==> src/timer_prescaler_defines.svh <==
// constants of the timer/counter with shared prescaler
// assumes one clock domain and four clock phases per instruction cycle
//
// Notes on behaviour
// RULE_01: count source select clear: counter steps every instruction cycle, no prescaler.
// RULE_02: a count register write stops increments for the two following instruction cycles.
// RULE_03: count source select set: counter steps on edges of the external pin.
// RULE_04: source edge select clear counts rising edges, set counts falling edges.
// RULE_05: assign bit clear gives prescaler to counter, set to watchdog; never both.
// RULE_06: for the counter, three ratio bits pick 1:2 up to 1:256 in powers of two.
// RULE_07: prescaler is an 8-bit counter, neither readable nor writable by software.
// RULE_08: with prescaler on counter, every count register write also clears the prescaler.
// RULE_09: with prescaler on watchdog, the watchdog clear instruction clears the prescaler.
// RULE_10: any reset loads the prescaler with all zeros.
// RULE_11: external path sampled from the prescaler output on phases two and four.
// RULE_12: without prescaler the pin stays high and low two periods plus 20 ns.
// RULE_13: with prescaler pin period four periods plus 40 ns over ratio; pulses 10 ns.
// RULE_14: external input divided by the prescaler so its output is symmetrical.
// RULE_15: external increment lands a short synchronisation delay after the pin edge.
// RULE_16: software sequence for moving the prescaler from counter to watchdog.
// RULE_17: software sequence for moving the prescaler from watchdog to counter.
// RULE_18: counter rolls from FF to 00 and keeps counting.
`ifndef TIMER_PRESCALER_DEFINES_SVH
`define TIMER_PRESCALER_DEFINES_SVH

`define TCP_ADDR_W 8
`define TCP_DATA_W 8
`define TCP_ADDR_OPTION 8'h00
`define TCP_ADDR_TIMER 8'h01
`define TCP_OPTION_RESET 8'hFF
`define TCP_TIMER_RESET 8'h00
`define TCP_BIT_COUNT_SOURCE 5
`define TCP_BIT_EDGE_SELECT 4
`define TCP_BIT_PRESCALER_ASSIGN 3
`define TCP_RATIO_MSB 2
`define TCP_RATIO_LSB 0
`define TCP_PRESCALER_W 8
`define TCP_PRESCALER_RESET 8'h00
`define TCP_INHIBIT_CYCLES 2'h2
`define TCP_READ_IDLE 8'h00

`endif

==> src/timer_prescaler_pkg.sv <==
// types used by the timer/counter top, not by the prescaler core
// assumes the defines header is compiled alongside
package timer_prescaler_pkg;

    typedef enum logic [1:0] {PH_Q1, PH_Q2, PH_Q3, PH_Q4} phase_t;

    typedef struct packed {
        logic [1:0] portBits;
        logic countSource;
        logic edgeSelect;
        logic prescalerAssign;
        logic [2:0] prescaleRatio;
    } option_t;

endpackage : timer_prescaler_pkg

==> src/prescaler_if.sv <==
// carrier between the timer top and the shared prescaler
// assumes both ends run on sys_clk
`timescale 1ns/10ps
interface prescaler_if;
    logic countEvent;
    logic clear;
    logic [2:0] ratio;
    logic [7:0] value;
    logic [7:0] allOnes;

    modport owner (output countEvent, output clear, output ratio, input value, input allOnes);
    modport core (input countEvent, input clear, input ratio, output value, output allOnes);
endinterface : prescaler_if

==> src/pin_sync.sv <==
// three stage synchroniser for one pin, with an agree filter
// assumes the pin is asynchronous to sys_clk
`timescale 1ns/10ps
module pin_sync (
    input wire logic sys_clk, // system clock
    input wire logic reset, // synchronous, active high
    input wire logic pinIn, // raw pin level
    output logic level // filtered level
);
    logic stage1, stage2, stage3;
    logic next_level;

    // level moves only once the second and third stages agree
    always_comb begin
        next_level = level;
        if (stage2 == stage3) begin
            next_level = stage3;
        end
    end

    always_ff @(posedge sys_clk) begin
        if (reset) begin
            stage1 <= 1'b0;
            stage2 <= 1'b0;
            stage3 <= 1'b0;
            level <= 1'b0;
        end else begin
            stage1 <= pinIn;
            stage2 <= stage1;
            stage3 <= stage2;
            level <= next_level;
        end
    end
endmodule : pin_sync

==> src/prescaler_core.sv <==
// shared 8-bit prescaler / postscaler counter
// assumes the owner gives one-cycle count events and clear pulses
`timescale 1ns/10ps
`include "timer_prescaler_defines.svh"
module prescaler_core #(
    parameter int WIDTH = `TCP_PRESCALER_W // counter width
) (
    input wire logic sys_clk, // system clock
    input wire logic reset, // synchronous, active high
    prescaler_if.core pif // events, clear and taps
);
    logic [WIDTH-1:0] count;
    logic [WIDTH-1:0] next_count;

    // prefix and of the low bits, one tap per ratio
    genvar i;
    generate
        for (i = 0; i < WIDTH; i++) begin : g_tap
            assign pif.allOnes[i] = &count[i:0];
        end
    endgenerate

    assign pif.value = count;

    always_comb begin
        next_count = count;
        if (pif.clear) begin
            next_count = `TCP_PRESCALER_RESET; // [RULE_08] [RULE_09]
        end else if (pif.countEvent) begin
            next_count = count + 1'b1; // [RULE_07]
        end
    end

    always_ff @(posedge sys_clk) begin
        if (reset) begin
            count <= `TCP_PRESCALER_RESET; // [RULE_10]
        end else begin
            count <= next_count;
        end
    end
endmodule : prescaler_core

==> src/timer_counter_prescaler.sv <==
// top of the 8-bit timer/counter with shared prescaler
// assumes a plain register port, a same-clock watchdog time base,
// and a watchdog clear pulse from the instruction decoder
//
// The strobed register port was decided locally.
`timescale 1ns/10ps
`include "timer_prescaler_defines.svh"
module timer_counter_prescaler
    import timer_prescaler_pkg::*;
(
    input wire logic sys_clk, // system clock, 25 MHz
    input wire logic reset, // synchronous, active high
    input wire logic [7:0] regAddr, // register address
    input wire logic [7:0] regWrData, // write data
    input wire logic regWr, // write strobe
    input wire logic regRd, // read strobe
    output logic [7:0] regRdData, // read data, cycle after strobe
    input wire logic extCountInput, // external count pin
    input wire logic watchdogClearInstr, // watchdog clear pulse
    input wire logic watchdogTick, // raw watchdog time base pulse
    output logic watchdogOut, // watchdog time base after postscaler
    output logic [1:0] portControl // upper option bits for port logic
);

    // ************************************************************
    // state
    // ************************************************************
    phase_t phase, next_phase;
    option_t option, next_option;
    logic [7:0] timerCount, next_timerCount;
    logic [1:0] inhibitCount, next_inhibitCount;
    logic rawPrev, next_rawPrev;
    logic sampled, next_sampled;
    logic [7:0] next_regRdData;
    logic next_watchdogOut;

    logic syncLevel;
    logic rawSelLevel;
    logic rawSelEdge;
    logic instrEnd;
    logic samplePhase;
    logic srcLevel;
    logic extIncrement;
    logic timerWrite;
    logic optionWrite;
    logic prescOnTimer;
    logic prescCarryTimer;
    logic prescCarryWatchdog;
    logic incrementRequest;

    prescaler_if pif ();

    // ************************************************************
    // submodules
    // ************************************************************
    pin_sync u_pin_sync (
        .sys_clk(sys_clk),
        .reset(reset),
        .pinIn(extCountInput),
        .level(syncLevel)
    );

    prescaler_core #(
        .WIDTH(`TCP_PRESCALER_W)
    ) u_prescaler (
        .sys_clk(sys_clk),
        .reset(reset),
        .pif(pif)
    );

    // ************************************************************
    // decode
    // ************************************************************
    assign timerWrite = regWr && (regAddr == `TCP_ADDR_TIMER);
    assign optionWrite = regWr && (regAddr == `TCP_ADDR_OPTION);
    assign instrEnd = (phase == PH_Q4);
    assign samplePhase = (phase == PH_Q2) || (phase == PH_Q4); // [RULE_11]
    assign prescOnTimer = !option.prescalerAssign; // [RULE_05]

    // edge select folds the counted edge into a rising one
    assign rawSelLevel = syncLevel ^ option.edgeSelect; // [RULE_04]
    assign rawSelEdge = rawSelLevel && !rawPrev;

    // ************************************************************
    // prescaler steering
    // ************************************************************
    always_comb begin
        pif.ratio = option.prescaleRatio;
        pif.countEvent = 1'b0;
        pif.clear = 1'b0;
        if (prescOnTimer) begin
            // counter owns the prescaler, watchdog runs undivided
            if (option.countSource) begin
                pif.countEvent = rawSelEdge; // [RULE_14]
            end else begin
                pif.countEvent = instrEnd;
            end
            pif.clear = timerWrite; // [RULE_08]
        end else begin
            pif.countEvent = watchdogTick;
            pif.clear = watchdogClearInstr; // [RULE_09]
        end
    end

    // counter taps: 1:2 for ratio 0 up to 1:256 for ratio 7
    assign prescCarryTimer = pif.countEvent && pif.allOnes[option.prescaleRatio]; // [RULE_06]

    // watchdog taps: 1:1 for ratio 0 up to 1:128 for ratio 7
    always_comb begin
        prescCarryWatchdog = watchdogTick;
        if (option.prescaleRatio != 3'h0) begin
            prescCarryWatchdog = watchdogTick && pif.allOnes[option.prescaleRatio - 3'h1];
        end
    end

    // ************************************************************
    // external path sampling
    // ************************************************************
    // divided output is a square wave; undivided it is the synchronised pin level after edge select
    always_comb begin
        srcLevel = rawSelLevel;
        if (prescOnTimer) begin
            srcLevel = pif.value[option.prescaleRatio]; // [RULE_14]
        end
    end

    // a rise seen at a sample point gives the increment
    assign extIncrement = samplePhase && srcLevel && !sampled; // [RULE_11] [RULE_15]

    always_comb begin
        next_sampled = sampled;
        next_rawPrev = rawSelLevel;
        if (samplePhase) begin
            next_sampled = srcLevel; // [RULE_11]
        end
    end

    // ************************************************************
    // instruction phases
    // ************************************************************
    always_comb begin
        unique case (phase)
            PH_Q1: next_phase = PH_Q2;
            PH_Q2: next_phase = PH_Q3;
            PH_Q3: next_phase = PH_Q4;
            PH_Q4: next_phase = PH_Q1;
        endcase
    end

    // ************************************************************
    // increment source
    // ************************************************************
    always_comb begin
        incrementRequest = 1'b0;
        if (option.countSource) begin
            incrementRequest = extIncrement; // [RULE_03] [RULE_15]
        end else if (prescOnTimer) begin
            incrementRequest = prescCarryTimer; // [RULE_06]
        end else begin
            incrementRequest = instrEnd; // [RULE_01]
        end
    end

    // ************************************************************
    // timer count and inhibit window
    // ************************************************************
    always_comb begin
        next_timerCount = timerCount;
        next_inhibitCount = inhibitCount;
        if (timerWrite) begin
            next_timerCount = regWrData;
            next_inhibitCount = `TCP_INHIBIT_CYCLES; // [RULE_02]
        end else begin
            if (incrementRequest && (inhibitCount == 2'h0)) begin
                next_timerCount = timerCount + 8'h01; // [RULE_18]
            end
            if (instrEnd && (inhibitCount != 2'h0)) begin
                next_inhibitCount = inhibitCount - 2'h1; // [RULE_02]
            end
        end
    end

    // ************************************************************
    // option control
    // ************************************************************
    // software orders assignment moves so the watchdog sees no glitch
    always_comb begin
        next_option = option;
        if (optionWrite) begin
            next_option = option_t'(regWrData); // [RULE_16] [RULE_17]
        end
    end

    // ************************************************************
    // register reads and watchdog output
    // ************************************************************
    always_comb begin
        next_regRdData = `TCP_READ_IDLE;
        if (regRd && (regAddr == `TCP_ADDR_TIMER)) begin
            next_regRdData = timerCount;
        end
    end

    always_comb begin
        next_watchdogOut = watchdogTick;
        if (!prescOnTimer) begin
            next_watchdogOut = prescCarryWatchdog; // [RULE_05]
        end
    end

    // ************************************************************
    // registers
    // ************************************************************
    always_ff @(posedge sys_clk) begin
        if (reset) begin
            phase <= PH_Q1;
            option <= option_t'(`TCP_OPTION_RESET);
            timerCount <= `TCP_TIMER_RESET;
            inhibitCount <= 2'h0;
            // idle selected level after reset is high: falling edge, pin low
            rawPrev <= 1'b1;
            sampled <= 1'b1;
            regRdData <= `TCP_READ_IDLE;
            watchdogOut <= 1'b0;
            portControl <= 2'h3;
        end else begin
            phase <= next_phase;
            option <= next_option;
            timerCount <= next_timerCount;
            inhibitCount <= next_inhibitCount;
            rawPrev <= next_rawPrev;
            sampled <= next_sampled;
            regRdData <= next_regRdData;
            watchdogOut <= next_watchdogOut;
            portControl <= next_option.portBits;
        end
    end

endmodule : timer_counter_prescaler

==> config.mk <==
export PLATFORM = sky130hd
export DESIGN_NAME = timer_counter_prescaler
export DESIGN_NICKNAME = d
export VERILOG_FILES = /design/src/timer_prescaler_pkg.sv /design/src/prescaler_if.sv /design/src/pin_sync.sv /design/src/prescaler_core.sv /design/src/timer_counter_prescaler.sv
export VERILOG_INCLUDE_DIRS = /design/src
export SDC_FILE = /design/constraint.sdc
export NUM_CORES = 1
export LEC_CHECK = 0
export ABC_AREA = 1
export BUFFER_PORTS_ARGS = -buffer_cell sky130_fd_sc_hd__buf_2
export CAP_MARGIN = 0
export CORE_MARGIN = 3
export CORE_UTILIZATION = 27
export CTS_CLUSTER_SIZE = 30
export DETAILED_ROUTE_END_ITERATION = 12
export GPL_TIMING_DRIVEN = 1
export SYNTH_ARGS = -nofsm -noshare
export SYNTH_HDL_FRONTEND = slang
export SYNTH_SLANG_ARGS = --single-unit
==> constraint.sdc <==
create_clock -name sys_clk -period 1.89 [get_ports sys_clk]
set_input_delay 0 -clock sys_clk [delete_from_list [all_inputs] [get_ports sys_clk]]
set_output_delay 0 -clock sys_clk [all_outputs]
set_load 0.01 [all_outputs]
==> results.py <==
metrics = {
    "min_path": {
        "hp-class": "primary input to register",
    },
    "critical_path": {
        "critPathLaunchType": "register",
        "rrSetupSlack_ps": 140,
        "worst-path-stages": 14,
        "required_ps": 2130,
        "worstSetupEndpointType": "register",
        "crit_buf_inv": 1,
        "crit_path_top_delay_cell": "dfxtp_2",
        "cp_cell_sequence": "ha_4 > nand3_4 > inv_2 > ha_4 > nor2_1 > nor2_1 > nand2_1 > nand2_1 > nand2_2 > a21oi_4 > nand2_4 > nand2_8 > nand2_1 > a21oi_2",
        "rr_startpoint": "u_prescaler.pif.value[0]",
        "crit_type": "register to register",
        "path_max_fanout": 8,
        "cp.arrival_ps": 1990,
        "reg2reg_depth": 14,
        "crit_end": "timerCount[7]",
        "cpPeakStageDelay_ps": 360,
        "reg2reg_to": "timerCount[7]",
        "cp-startpoint": "u_prescaler.pif.value[0]",
        "crit_path_frequent_cell": "nand2_1",
        "path_delay_family": "simple AND/OR/NAND/NOR gates",
    },
    "layout": {
        "stdcell_count": 463,
        "finalInstanceArea_um2": 2835,
        "area_growth_pct": 26.80,
        "ff_latch_area_um2": 863.3,
        "antenna_cells": 0,
        "fin_nets": 394,
        "n_fill_cell": 862,
        "multiInputGateArea_um2": 1235,
        "drive_above_1_share": 0.2161,
    },
    "power": {
        "intPower_mw": 1.325,
        "peakVddDrop_mv": 0.3041,
        "sequentialPowerShare": 0.527,
        "power_leakage_nw": 1.192,
        "combPwrFrac": 0.117,
        "pwr_density_cell_nw_per_um2": 640.6,
        "switchingPower_mw": 0.4910,
        "sw_frac_of_total": 0.2703,
        "pwr-share-clk": 0.356,
    },
    "floorplanning": {
        "fp.dieW_um": 97,
        "io_pins": 34,
        "num_rows": 32,
        "dieArea_um2": 9409,
        "start_util": 0.2835,
        "design.core.area_um2": 7888,
        "die_h_um": 97,
    },
    "synthesis": {
        "synthFlopType": "dfxtp_1",
        "synth.area.top_cells": "dfxtp_1, nand2_1, ha_1",
        "synth_top_area_cell": "dfxtp_1",
        "synth_top_area_frac": 0.3850,
        "syn-cell-area_um2": 2236,
        "ys_types": 32,
        "synth_nets": 340,
        "ys_ff_latch": 43,
        "yosys_warnings": 0,
        "synth_common_cells": "nand2_1, dfxtp_1, inv_1",
        "synth_area_per_cell_um2": 7.307,
        "seq_area_frac_synth": 0.3850,
        "async_reset_ff_frac": 0,
        "syn_inst": 306,
        "synthMostInstantiatedCell": "nand2_1",
        "synth-edff-count": 0,
    },
    "routing": {
        "vias": 2100,
        "drt_iter0_markers": 99,
        "vias_per_cell": 4.536,
        "route.detailed.drc": 0,
        "routedWlPerCell_um": 11.24,
        "dr.pass1.iters": 5,
        "ant_nets": 0,
        "wirelength_mm": 5.205,
    },
    "flow_run": {
        "maxCapViolCount": 0,
    },
    "placement": {
        "portBuffers": 33,
        "place_area_um2": 2546,
        "place.gp.congestion": 0.8150,
        "dp_cells": 440,
        "dp_hpwl_mm": 3.948,
    },
    "cts": {
        "htree_levels": 2,
        "clockBufferDepth": 2,
        "clk_pin_slew_worst_paths_ps": 90,
        "cts_root_buf": "clkbuf_8",
        "worstSkewPairLatency_ps": 300,
        "cts-buffers-inserted": 5,
        "cts_tree": "yes",
        "clock-sinks": 43,
    },
    "global_routing": {
        "grt_max_degree": 17,
        "grt_overflow": 0,
        "first_global_vias": 2036,
        "antenna_found_initial": 0,
        "grt_pass1_wl_mm": 9.073,
        "grtUsageTotal": 0.1146,
    },
    "timing": {
        "drv_slew": 0,
        "final-hold-violation-count": 0,
        "fin_skew_ps": 7.649,
        "finalCriticalPeriod_ps": 1748,
        "tightestPinTransition_ps": 422.9,
        "tns_ps": 0,
        "min_period_over_period": 0.9246,
        "maxSlewHeadroom": 0.7180,
        "setup_violations": 0,
        "max_freq_mhz": 572.2,
    },
    "outcome": {
        "status": "finished, final reports clean",
    },
}
## cell type report
type	instances	area share
Clock buffer	6	0.02913
Clock inverter	2	0.005737
Inverter	37	0.05031
Multi-Input combinational cell	216	0.4356
Sequential cell	43	0.3045
Tap cell	102	0.04501
Timing Repair Buffer	57	0.1297
## cell families (layout without fill, tap and decap cells)
kind of cell             Yosys count  in the layout  synth area share
adder cells (fa/ha/maj)           11             11           0.06155
flip-flops                        43             43            0.3850
buffers and inverters             48            102           0.08785
XOR/XNOR                           9              9           0.03526
AND/OR/NAND/NOR                  144            145            0.2960
AO/OA/AOI/OAI                     51             51            0.1343
## how the worst min path moves through the flow
stage	depth (start not counted)	to	start	slack, ps
2_1_floorplan	2	u_pin_sync.stage1	extCountInput	110
3_3_place_gp	3	u_pin_sync.stage1	extCountInput	210
3_5_place_dp	3	u_pin_sync.stage1	extCountInput	210
4_1_cts	3	option[6]	regWrData[6]	40
5_1_grt	3	option[6]	regWrData[6]	60
6_report	3	option[6]	regWrData[6]	30
## what timing repair did
action / CTS / global route
buffers inserted: 0 / 5
pin swaps: 0 / 6
hold buffers: 9 / 0
endpoints found under the setup margin: 3 / 8
endpoints found under the hold margin: 9 / 0
gates cloned: 0 / 1
resized for setup: 1 / 12
## through the flow
step,utilization,power (mW),hold WS (ps),setup slack [ps]
detailed placement,0.3228,1.165,212.9,12.71
CTS,0.3471,1.820,40.34,9.062
global route,0.3595,1.908,63.96,-4.800
finish,0.3595,1.816,33.69,142.5
global placement,0.3228,1.159,208.1,74.09
floorplan,-,1.097,107.0,49.07
## cell usage in the layout, fill, tap and decap left out, drive strengths merged
cell type,netlist,final
xor2,7,7
buf,8,48
xnor2,2,2
nor4,3,3
a32o,1,1
clkinv,0,1
a21oi,22,22
a211oi,4,4
nand4,2,2
nand3,28,28
ha,11,11
dlygate4sd3,0,9
nor3,3,3
clkinvlp,0,2
o21ai,17,17
or2,1,1
nor2,30,30
o21bai,1,1
o211ai,5,5
nand2,77,78
dfxtp,43,43
o311ai,1,1
clkbuf,3,6
inv,37,36
## worst min-delay path: stages
cell	delay, ps
buf_2	80
inv_1	60
o211ai_1	160
## layer usage
metal / track usage / vias to the layer above / wire, µm
met4: 0.03240 / 0 / 68
met3: 0.02596 / 6 / 239
met5: 0 / - / 0
li1: - / 1096 / -
met1: 0.1462 / 960 / 2403
met2: 0.1932 / 38 / 2494
## sequential cells by signal, summed over array words and instances (netlist names), 2 cells and up
name                   flops
phase                      2
inhibitCount               2
option                     5
regRdData                  8
timerCount                 8
u_prescaler.pif.value      8
pif.ratio                  3
## power groups by stage
| stage | logic (mW) | registers (mW) | clock network [mW] |
|---|---|---|---|
| after global placement | 0.183 | 0.976 | 0 |
| after CTS | 0.202 | 0.957 | 0.661 |
| after floorplan | 0.123 | 0.973 | 0 |
| after global routing | 0.243 | 0.964 | 0.702 |
| final | 0.212 | 0.958 | 0.647 |
| after detailed placement | 0.187 | 0.978 | 0 |
Note: power is estimated with default switching activity, not from simulation.
